<file path="src/include/eida_defines.svh">
// constants for the external interrupt detect and acknowledge block
`ifndef EIDA_DEFINES_SVH
`define EIDA_DEFINES_SVH

// number of active-low request pins
`define EIDA_NUM_IRQ        4
// flip-flops in the pin synchroniser
`define EIDA_SYNC_STAGES    2
// width of an interrupt index
`define EIDA_ID_W           2
// reset value of the per-pin sample history (pins idle high)
`define EIDA_SAMPLE_RST     4'h0f
// reset value of the flags
`define EIDA_FLAG_RST       4'h0
// acknowledge strobe state codes, one-hot
`define EIDA_ACK_IDLE       2'h1
`define EIDA_ACK_LOW        2'h2
// least phase-clock cycles from a flag clear to its next set
`define EIDA_REARM_CYC      2

`endif

</file>
<file path="src/include/eida_pkg.sv">
// types for the external interrupt detect and acknowledge block
`include "eida_defines.svh"

package eida_pkg;

    // one bit per request pin
    typedef logic [`EIDA_NUM_IRQ-1:0] eida_vec_t;

    // index of a request pin
    typedef logic [`EIDA_ID_W-1:0] eida_id_t;

    // acknowledge strobe sequencer
    typedef enum logic [1:0] {
        EIDA_ACK_IDLE = `EIDA_ACK_IDLE,
        EIDA_ACK_LOW  = `EIDA_ACK_LOW
    } eida_ack_e;

endpackage : eida_pkg

</file>
<file path="src/include/eida_pin_if.sv">
// carrier between the pin sampler and the flag logic
`timescale 1ns/100ps

interface eida_pin_if;

    // synchronised pin levels, low means request
    eida_pkg::eida_vec_t level_n;
    // one-cycle pulse on a sampled falling transition
    eida_pkg::eida_vec_t fall;

    modport sampler
    (
        output level_n,
        output fall
    );

    modport flags
    (
        input level_n,
        input fall
    );

endinterface : eida_pin_if

</file>
<file path="src/core/eida_top.sv">
// external interrupt detection, flags and acknowledge strobe
`timescale 1ns/100ps
`include "eida_defines.svh"

module eida_top
#(
    parameter int NUM_IRQ = `EIDA_NUM_IRQ
)
(
    input  wire logic                clk,
    input  wire logic                sys_rst,
    input  wire eida_pkg::eida_vec_t ext_irq_n,
    input  wire eida_pkg::eida_vec_t edge_detect_select,
    input  wire eida_pkg::eida_vec_t flag_clr,
    input  wire eida_pkg::eida_vec_t cpu_irq_enable,
    input  wire eida_pkg::eida_vec_t dma_irq_enable,
    input  wire logic                cpu_fetch_boundary,
    input  wire logic                dma_fetch_boundary,
    input  wire logic                ack_decode_start,
    input  wire logic                ack_read_start,
    output eida_pkg::eida_vec_t      irq_flag,
    output eida_pkg::eida_vec_t      irq_overrun,
    output logic                     cpu_irq_req,
    output eida_pkg::eida_id_t       cpu_irq_id,
    output logic                     dma_irq_req,
    output eida_pkg::eida_id_t       dma_irq_id,
    output logic                     irq_ack_strobe_n
);

    // the block is built for the documented pin count only
    if (NUM_IRQ != `EIDA_NUM_IRQ)
    begin : g_bad_count
        $error("eida_top: NUM_IRQ must equal the pin count");
    end

    // lowest pending index wins; used for the cpu and the dma
    function automatic eida_pkg::eida_id_t eida_first
    (
        input eida_pkg::eida_vec_t vec
    );
        eida_pkg::eida_id_t id;
        id = '0;
        for (int i = `EIDA_NUM_IRQ - 1; i >= 0; i--)
        begin
            if (vec[i])
                id = eida_pkg::eida_id_t'(i);
        end
        return id;
    endfunction : eida_first

    // any bit set; used for the cpu and the dma
    function automatic logic eida_any
    (
        input eida_pkg::eida_vec_t vec
    );
        return |vec;
    endfunction : eida_any

    eida_pin_if pins ();

    eida_pkg::eida_vec_t flag_reg;
    eida_pkg::eida_vec_t flag_next;
    eida_pkg::eida_vec_t overrun_reg;
    eida_pkg::eida_vec_t overrun_next;
    eida_pkg::eida_vec_t detect;
    eida_pkg::eida_vec_t cpu_pend;
    eida_pkg::eida_vec_t dma_pend;
    logic                cpu_req_reg;
    eida_pkg::eida_id_t  cpu_id_reg;
    logic                dma_req_reg;
    eida_pkg::eida_id_t  dma_id_reg;
    eida_pkg::eida_ack_e ack_state_reg;
    eida_pkg::eida_ack_e ack_state_next;
    logic                strobe_n_reg;
    logic                strobe_n_next;

    // pin synchroniser and transition finder
    eida_sampler u_sampler
    (
        .clk       (clk),
        .sys_rst   (sys_rst),
        .ext_irq_n (ext_irq_n),
        .pins      (pins)
    );

    // per-pin detection: either the low level or a found fall
    always_comb
    begin
        for (int i = 0; i < `EIDA_NUM_IRQ; i++)
        begin
            if (edge_detect_select[i])
                detect[i] = pins.fall[i];
            else
                detect[i] = ~pins.level_n[i];
        end
    end

    // flag update: clear beats a detection in the same cycle
    always_comb
    begin
        flag_next = flag_reg;
        for (int i = 0; i < `EIDA_NUM_IRQ; i++)
        begin
            if (flag_clr[i])
                flag_next[i] = 1'b0;
            else if (detect[i])
                flag_next[i] = 1'b1;
        end
    end

    // flag storage
    always_ff @(posedge clk)
    begin
        if (sys_rst)
            flag_reg <= `EIDA_FLAG_RST;
        else
            flag_reg <= flag_next;
    end

    // a fall while the flag stands: sticky overrun, clear beats set
    always_comb
    begin
        overrun_next = overrun_reg;
        for (int i = 0; i < `EIDA_NUM_IRQ; i++)
        begin
            if (flag_reg[i] && !flag_clr[i] && pins.fall[i])
                overrun_next[i] = 1'b1;
            else if (flag_clr[i])
                overrun_next[i] = 1'b0;
        end
    end

    // overrun storage
    always_ff @(posedge clk)
    begin
        if (sys_rst)
            overrun_reg <= `EIDA_FLAG_RST;
        else
            overrun_reg <= overrun_next;
    end

    // pending interrupts per consumer
    assign cpu_pend = flag_reg & cpu_irq_enable;
    assign dma_pend = flag_reg & dma_irq_enable;

    // cpu view changes only at a fetch boundary
    always_ff @(posedge clk)
    begin
        if (sys_rst)
        begin
            cpu_req_reg <= 1'b0;
            cpu_id_reg  <= '0;
        end
        else if (cpu_fetch_boundary)
        begin
            cpu_req_reg <= eida_any(cpu_pend);
            cpu_id_reg  <= eida_first(cpu_pend);
        end
    end

    // dma view changes only at its fetch boundary
    always_ff @(posedge clk)
    begin
        if (sys_rst)
        begin
            dma_req_reg <= 1'b0;
            dma_id_reg  <= '0;
        end
        else if (dma_fetch_boundary)
        begin
            dma_req_reg <= eida_any(dma_pend);
            dma_id_reg  <= eida_first(dma_pend);
        end
    end

    // acknowledge sequencer: low from decode start to read start
    always_comb
    begin
        ack_state_next = ack_state_reg;
        strobe_n_next  = strobe_n_reg;
        case (ack_state_reg)
            eida_pkg::EIDA_ACK_IDLE:
            begin
                if (ack_decode_start)
                begin
                    ack_state_next = eida_pkg::EIDA_ACK_LOW;
                    strobe_n_next  = 1'b0;
                end
            end
            eida_pkg::EIDA_ACK_LOW:
            begin
                if (ack_read_start)
                begin
                    ack_state_next = eida_pkg::EIDA_ACK_IDLE;
                    strobe_n_next  = 1'b1;
                end
            end
            default:
            begin
                ack_state_next = eida_pkg::EIDA_ACK_IDLE;
                strobe_n_next  = 1'b1;
            end
        endcase
    end

    // sequencer state
    always_ff @(posedge clk)
    begin
        if (sys_rst)
            ack_state_reg <= eida_pkg::EIDA_ACK_IDLE;
        else
            ack_state_reg <= ack_state_next;
    end

    // strobe output flop, idle high
    always_ff @(posedge clk)
    begin
        if (sys_rst)
            strobe_n_reg <= 1'b1;
        else
            strobe_n_reg <= strobe_n_next;
    end

    // outputs
    assign irq_flag         = flag_reg;
    assign irq_overrun      = overrun_reg;
    assign cpu_irq_req      = cpu_req_reg;
    assign cpu_irq_id       = cpu_id_reg;
    assign dma_irq_req      = dma_req_reg;
    assign dma_irq_id       = dma_id_reg;
    assign irq_ack_strobe_n = strobe_n_reg;

endmodule : eida_top

</file>
<file path="src/core/eida_sampler.sv">
// two-stage pin synchroniser and falling-transition detector
`timescale 1ns/100ps
`include "eida_defines.svh"

module eida_sampler
(
    input  wire logic                clk,
    input  wire logic                sys_rst,
    input  wire eida_pkg::eida_vec_t ext_irq_n,
    eida_pin_if.sampler              pins
);

    eida_pkg::eida_vec_t meta_reg;
    eida_pkg::eida_vec_t sync_reg;
    eida_pkg::eida_vec_t prev_reg;

    // pins are asynchronous: two flops before any logic looks at them
    always_ff @(posedge clk)
    begin
        if (sys_rst)
        begin
            meta_reg <= `EIDA_SAMPLE_RST;
            sync_reg <= `EIDA_SAMPLE_RST;
        end
        else
        begin
            meta_reg <= ext_irq_n;
            sync_reg <= meta_reg;
        end
    end

    // previous sample, for the transition detector
    always_ff @(posedge clk)
    begin
        if (sys_rst)
            prev_reg <= `EIDA_SAMPLE_RST;
        else
            prev_reg <= sync_reg;
    end

    // a fall is high before, low now: one detection per transition
    assign pins.fall    = prev_reg & ~sync_reg;
    assign pins.level_n = sync_reg;

endmodule : eida_sampler

</file>
<file path="config.mk">
export PLATFORM = sky130hd
export DESIGN_NAME = eida_top
export DESIGN_NICKNAME = d
export VERILOG_FILES = /design/src/include/eida_pkg.sv /design/src/include/eida_pin_if.sv /design/src/core/eida_top.sv /design/src/core/eida_sampler.sv
export VERILOG_INCLUDE_DIRS = /design/src /design/src/include
export SDC_FILE = /design/constraint.sdc
export NUM_CORES = 1
export LEC_CHECK = 0
export BUFFER_PORTS_ARGS = -buffer_cell sky130_fd_sc_hd__buf_2
export CORE_UTILIZATION = 41
export DETAILED_ROUTE_END_ITERATION = 6
export GPL_TIMING_DRIVEN = 0
export PLACE_DENSITY = 0.83
export SLEW_MARGIN = 0
export SYNTH_ARGS = -nofsm -noshare
export SYNTH_HDL_FRONTEND = slang
export SYNTH_SLANG_ARGS = --single-unit
</file>
<file path="constraint.sdc">
create_clock -name clk -period 0.9 [get_ports clk]
set_input_delay 0.045 -clock clk [delete_from_list [all_inputs] [get_ports clk]]
set_output_delay 0.045 -clock clk [all_outputs]
set_load 0.1 [all_outputs]
</file>
# After elaboration in Yosys (flattened, before gate mapping)
# Cells that the tools add are included.
# word_totals
reg_bits,29
in_bits,26
out_inout_bits,15
word_cells,78
# op_classes
n_eq_ne,4
n_mux,26
bitwise_logic,8
n_reduce_logical,23
# op_table
cell,n
$mux 2,10
$mux 1,14
$and 4x4->4,3
$logic_and 1x1->1,8
$reduce_bool 2->1,4
$reduce_or 2->1,4
$reduce_or 4->1,2
$logic_not 1->1,4
$ne 2x2->1 const B,2
$not 1->1,4
$not 4->4,1
$pmux 2 s2,1
$eq 2x1->1 const B,1
$eq 2x2->1 const B,1
$pmux 1 s2,1
$reduce_and 2->1,1

# Depth between registers and ports, before layout
# Gate-level depths: netlist of the first run.
# logic_depth
depth_word,5
depth_mapped,3
ltp_nobuf,3

# By module
# Synthesis of the first run repeated with hierarchy kept, for this count alone.
# hier_totals
hier_cells,101
area_unflattened_um2,1009.7
# by_module_without_submodules
mod,n_inst,cells_each,area_each_um2,seq_area_each_um2
eida_top,1,72,658.1,320.3
eida_sampler,1,29,351.6,240.2

# Least setup slack after synthesis of the first run
# Ideal clock, no wire load.
# synth_path
path_kind,reg-to-reg
start,register flag_reg[2] (netlist: irq_flag[2])
end,register dma_req_reg (netlist: dma_irq_req)
setup_ns,0.081
t_arrival_ns,1.488
required_ns,0.819
slack_ns,-0.669
stages_incl_launch_ff,3
n_path_buf,0
period_less_slack_ns,1.569
cell_sequence,dfxtp_1 a22oi_1 a41oi_1
# synth_between
elab_chain_cells,2
# synth_lines
item,line,source
from (decl),eida_top.sv:61,eida_pkg::eida_vec_t flag_reg;
from (signal assigned),eida_top.sv:115,flag_reg <= `EIDA_FLAG_RST;
from (signal assigned),eida_top.sv:117,flag_reg <= flag_next;
$and 4x4->4,eida_top.sv:144,assign dma_pend = flag_reg & dma_irq_enable;
$reduce_or 4->1,eida_top.sv:56,return |vec;
to (signal assigned),eida_top.sv:171,dma_req_reg <= eida_any(dma_pend);
to (decl),eida_top.sv:70,logic dma_req_reg;
# No other way between the ends.
# A chain may end at the register's enable or synchronous reset.

# Final worst setup path of the first run
# layout_path
start,register ack_state_reg[0]
end,register ack_state_reg[0]
# layout_between
elab_chain_cells,3
elab_cells_between_ends,6
classes_between,eq/ne (4); mux (1); reduce/logical (1)
# layout_lines
item,line,source
from (decl),eida_top.sv:72,eida_pkg::eida_ack_e ack_state_reg;
from (signal assigned),eida_top.sv:210,ack_state_reg <= eida_pkg::EIDA_ACK_IDLE;
from (signal assigned),eida_top.sv:212,ack_state_reg <= ack_state_next;
$eq 2x2->1 or $eq 2x1->1 (tied branches),eida_top.sv:181,case (ack_state_reg)
$ne 2x2->1 (no source line),n/a,
$reduce_and 2->1 (no source line),n/a,
# Parallel ways exist; a longest one is shown, timed or not.

==> results of run 1 <==
-- worst min path at each step --
stage	depth (start not counted)	endpoint	from	slack, ps
2_1_floorplan	1	irq_flag[0]	flag_clr[0]	110
3_3_place_gp	2	irq_overrun[3]	flag_clr[3]	210
3_5_place_dp	2	irq_overrun[3]	flag_clr[3]	220
4_1_cts	3	cpu_irq_id[1]	cpu_fetch_boundary	8
5_1_grt	3	cpu_irq_req	cpu_irq_enable[0]	10
6_report	3	cpu_irq_req	cpu_irq_enable[0]	10
-- repair_timing --
action                     in CTS  in global routing
hold endpoints to repair       16                  1
resized for setup              60                  3
setup endpoints to repair      18                 21
pin swaps                       1                  3
hold buffers                   12                  1
setup buffers                   4                  2
cloned                          0                  0
-- worst max-delay path: stages (launching register included) --
cell and delay (ps):
dfxtp_4 380, or3b_1 360, a21o_1 190
-- per-stage QoR --
| stage | cells | hold slack [ps] |
|---|---|---|
| after detailed placement | 165 | 223 |
| after global routing | 188 | 11.2 |
| after floorplan | 97 | 114 |
| final | 188 | 13.0 |
| after global placement | 165 | 215 |
| after CTS | 185 | 8.26 |
-- layout make-up --
class                           instances  area [um2]
Fill cell                             132         499
Inverter                                7        26.3
Clock buffer                            4        36.3
Multi-Input combinational cell         59         407
Sequential cell                        28         614
Tap cell                               28        35.0
Timing Repair Buffer                   59         596
Buffer                                  3        20.0
-- layer usage --
metal / track usage [%] / vias up / routed length, um
met5: 0 / - / 0
met4: 13.9 / 0 / 95
met3: 3.27 / 10 / 85
met2: 43.6 / 41 / 1530
met1: 28.7 / 473 / 1220
li1: - / 470 / -
-- kinds of logic (layout without fill, tap and decap cells) --
family / after synthesis / in the layout
AND/OR/NAND/NOR: 38 / 38
buffers and inverters: 10 / 73
AO/OA/AOI/OAI: 21 / 21
flip-flops: 28 / 28
-- synthesized netlist by cell type, drive strengths merged (3+ instances only) --
| master | instances | area [um2] |
|---|---|---|
| or3b | 3 | 26.3 |
| nor3 | 8 | 40.0 |
| nand3b | 3 | 22.5 |
| or2 | 12 | 75.1 |
| nand2b | 4 | 25.0 |
| a31oi | 4 | 25.0 |
| nand2 | 6 | 22.5 |
| dfxtp | 28 | 561 |
| a21oi | 4 | 20.0 |
| inv | 7 | 26.3 |
-- cells in the final DEF, fill, tap and decap left out, drive strengths merged --
cell type,instances
a21oi,4
nand3b,3
o31ai,2
nand3,2
o21bai,2
nor3,8
o32ai,2
a32oi,2
buf,47
or2,12
a31oi,4
dlygate4sd3,13
nand2b,4
a41oi,2
or3b,3
dfxtp,28
inv,7
clkbuf,6
a21o,1
nand2,6
a22oi,2
-- report_power, final --
group	internal (W)	switching, W
Combinational	0.000185	0.000218
Sequential	0.00125	0.0000317
Clock	0.000248	0.000362
Total	0.00168	0.000612
==> flow_metrics.py, run 1 <==
metrics = {
    "synthesis": {
        "ys_async_sr_fraction_pct": 0,
        "avgSynthCellArea_um2": 10.1,
        "ys.flop_type": "dfxtp_1",
        "synth_edf_count": 0,
        "synth_top_family_by_area": "simple AND/OR/NAND/NOR gates",
        "syn_area_um2": 978,
        "synthesis.nets": 123,
        "synth_fa_ha_area_share_pct": 0,
        "ys_types": 23,
        "syn_inst": 97,
        "synth_seq_area_share_pct": 57.3,
        "ys_warn_count": 0,
        "synth_seq_cells": 28,
        "synthMuxAreaShare_pct": 0,
        "synthXorXnorAreaFrac_pct": 0,
        "synth-simple-area-share_pct": 22.6,
        "synth_compound_area_share_pct": 15.3,
    },
    "status": {
        "outcome": "finished, violations left",
        "failed_checks": "negative setup slack",
    },
    "cts": {
        "numCtsBuffers": 3,
        "cts_buffer_depth": 2,
        "cts_tree": "yes",
        "root_buffer": "clkbuf_4",
        "clock_latency_ps": 330,
        "h-tree-depth": 1,
        "clkSinkCount": 28,
        "path_clk_slew_ps": 140,
    },
    "timing": {
        "fin_setup_tns_ps": -1240,
        "finClkSkew_ps": 3.47,
        "finalCriticalPeriod_ps": 1020,
        "worst_slew_margin_rel_pct": 72.4,
        "period_share_pct": 113,
        "tightest_slew_ps": 414,
        "hold_viol_final": 0,
        "setup_viol_count_final": 22,
        "grt_setup_unrepaired": "true",
        "fmax_mhz": 985,
        "setup_slack_ps": -115,
        "final-max-slew-violation-count": 0,
    },
    "setup_path": {
        "critPathKind": "reg -> reg",
        "crit_path_end_kind": "flop",
        "cp_max_fo": 3,
        "cp.required_ps": 1140,
        "worstPathArrival_ps": 1250,
        "r2r_start": "ack_state_reg[0]",
        "rr_worst_depth": 2,
        "endpoint": "ack_state_reg[0]",
        "r2r-end": "ack_state_reg[0]",
        "rrSetupSlack_ps": -120,
        "start_kind": "flop",
        "cp-startpoint": "ack_state_reg[0]",
    },
    "power_and_ir_drop": {
        "pwr_density_cell_nw_per_um2": 1320,
        "ir_drop_mv": 1.21,
        "power_w": 0.00229,
        "leakage_nw": 0.712,
    },
    "detailed_routing": {
        "drtAntennaViolNets": 0,
        "wirelength_mm": 2.93,
        "routed_via_density": 5.29,
        "vias": 994,
        "first_pass_iters": 4,
        "drc": 0,
        "wl_per_cell_um": 15.6,
        "drtIter0Drc": 18,
    },
    "floorplan": {
        "die_h_um": 50.9,
        "core-area_um2": 2230,
        "start_util_pct": 43.8,
        "num_rows": 17,
        "dieArea_um2": 2590,
        "die_w_um": 50.9,
        "pin_count": 41,
    },
    "run": {
        "maxCapViolCount": 0,
    },
    "grt": {
        "grt_use_total_pct": 24.7,
        "grt-ovfl-total": 0,
        "grt_pass1_vias": 1041,
        "grt_max_degree": 16,
        "antenna_found_initial": 0,
        "grt_pass1_wl_mm": 4.64,
    },
    "cells_and_area": {
        "drive_gt1_share_pct": 55.6,
        "area_delta_synth_final_pct": 77.2,
        "finalNetCount": 187,
        "fin_util_pct": 77.6,
        "fin_area_um2": 1730,
        "n_antenna_cell": 0,
    },
    "min_path": {
        "hold_class": "in -> reg",
    },
    "placed_design": {
        "port_buffers": 40,
        "place_area_um2": 1280,
        "globalplace.congestion": 0.862,
        "dp_slack_ps": -65.8,
        "dp_hpwl_mm": 1.56,
    },
}
(Power assumes the default switching activity.)
==> inputs of run 2 (changes only) <==
Settings changed: CORE_MARGIN set to 2.
==> flow_metrics.py, run 2 (synthesized netlist as in run 1, its figures left out) <==
metrics = {
    "detailed_routing": {
        "wl_per_cell_um": 16.7,
        "first_pass_iters": 4,
        "wirelength_mm": 3.13,
        "drtIter0Drc": 18,
        "drc": 0,
        "drtAntennaViolNets": 0,
        "vias": 990,
        "routed_via_density": 5.27,
    },
    "grt": {
        "grt_use_total_pct": 24.0,
        "grt_max_degree": 17,
        "grt-ovfl-total": 0,
        "grt_pass1_wl_mm": 4.66,
        "antenna_found_initial": 0,
        "grt_pass1_vias": 1049,
    },
    "cells_and_area": {
        "final_common_cell": "buf_2",
        "fin_util_pct": 80.6,
        "area_delta_synth_final_pct": 83.9,
        "layoutNonFillerInstCount": 188,
        "drive_gt1_share_pct": 60.6,
        "seqCellArea_um2": 614,
        "multi_input_area_um2": 455,
        "n_antenna_cell": 0,
        "nFillCells": 118,
        "finalNetCount": 187,
        "final_cell_mix": "buf_2 (25), dfxtp_4 (14), buf_12 (14), dfxtp_1 (13)",
    },
    "timing": {
        "worst_slew_margin_rel_pct": 69.7,
        "setup_viol_count_final": 24,
        "tightest_slew_ps": 454,
        "hold_viol_final": 0,
        "final-max-slew-violation-count": 0,
        "finClkSkew_ps": 6.96,
        "period_share_pct": 111,
        "grt_setup_unrepaired": "true",
        "fin_setup_tns_ps": -1140,
        "setup_slack_ps": -97.2,
        "hold_ws_ps": 32.4,
        "finalCriticalPeriod_ps": 997,
        "fmax_mhz": 1000,
    },
    "floorplan": {
        "dieArea_um2": 2790,
        "die_h_um": 52.9,
        "num_rows": 17,
        "start_util_pct": 43.8,
        "die_w_um": 52.9,
        "pin_count": 41,
        "core-area_um2": 2230,
    },
    "power_and_ir_drop": {
        "ir_drop_mv": 1.43,
        "leakage_nw": 0.734,
        "pwr_density_cell_nw_per_um2": 1330,
        "power_w": 0.00239,
    },
    "cts": {
        "h-tree-depth": 1,
        "cts_tree": "yes",
        "clock_latency_ps": 330,
        "numCtsBuffers": 3,
        "root_buffer": "clkbuf_4",
        "cts_buffer_depth": 2,
        "path_clk_slew_ps": 150,
        "clkSinkCount": 28,
    },
    "placed_design": {
        "globalplace.congestion": 0.863,
        "port_buffers": 40,
        "placed_cells": 165,
        "dp_hpwl_mm": 1.66,
    },
    "setup_path": {
        "start_kind": "flop",
        "cp_max_fo": 4,
        "critPathKind": "reg -> reg",
        "cp.required_ps": 1110,
        "worstPathArrival_ps": 1210,
        "crit_path_end_kind": "flop",
    },
    "min_path": {
        "hold_class": "in -> reg",
    },
    "status": {
        "failed_checks": "negative setup slack",
        "outcome": "finished, violations left",
    },
    "run": {
        "maxCapViolCount": 0,
    },
}
## run 2: cell types whose count changed in the layout (fill, tap and decap cells not counted), sizes merged
cell         change
buf              +1
dlygate4sd3      -1
## run 2: critical path, cell delays in order, from the launching register on
cell and delay, ps:
dfxtp_4 400, buf_6 120, a22oi_2 230, a41oi_2 130
## run 2: path summary, 6_finish.rpt
| check | start | depth (start not counted) | slack (ps) | to |
|---|---|---|---|---|
| worst max-delay path | irq_flag[3] | 3 | -100 | cpu_irq_req |
| worst min-delay path | ack_read_start | 3 | 30 | ack_state_reg[0] |
| worst max register to register | irq_flag[3] | 3 | -100 | cpu_irq_req |
| worst min register to register | u_sampler.meta_reg[1] | 1 | 430 | u_sampler.pins.level_n[1] |
## run 2: final cells by class
cell class | count | area share (%)
Timing Repair Buffer | 59 | 33.4
Clock buffer | 4 | 2.64
Inverter | 7 | 1.46
Buffer | 3 | 1.11
Tap cell | 28 | 1.95
Multi-Input combinational cell | 59 | 25.3
Sequential cell | 28 | 34.1
## run 2: where the power goes
| part | switching (W) | internal [W] |
|---|---|---|
| registers | 0.0000311 | 0.00125 |
| clock network | 0.000361 | 0.000340 |
| logic | 0.000228 | 0.000185 |
| total | 0.000620 | 0.00177 |
## run 2: layer usage
| metal | vias to the layer above | global-route usage, % | part of all wire, % |
|---|---|---|---|
| li1 | 469 | - | - |
| met1 | 464 | 25.7 | 35 |
| met2 | 49 | 42.5 | 56 |
| met3 | 8 | 5.93 | 6.1 |
| met4 | 0 | 13.7 | 3.0 |
| met5 | - | 0 | 0 |
## run 2: metrics by stage
stage	area [um2]	setup slack (ps)
3_5_place_dp	1280	-72.4
4_1_cts	1720	-93.0
5_1_grt	1800	-134
2_1_floorplan	1050	-189
3_3_place_gp	1280	-49.2
6_report	1800	-97.2
## run 2: repair_timing
| item | 4_1_cts | 5_1_grt |
|---|---|---|
| setup buffers | 6 | 1 |
| setup endpoints to repair | 18 | 25 |
| hold endpoints to repair | 16 | 0 |
| resized for setup | 60 | 13 |
| hold buffers | 12 | 0 |
| pin swaps | 1 | 4 |
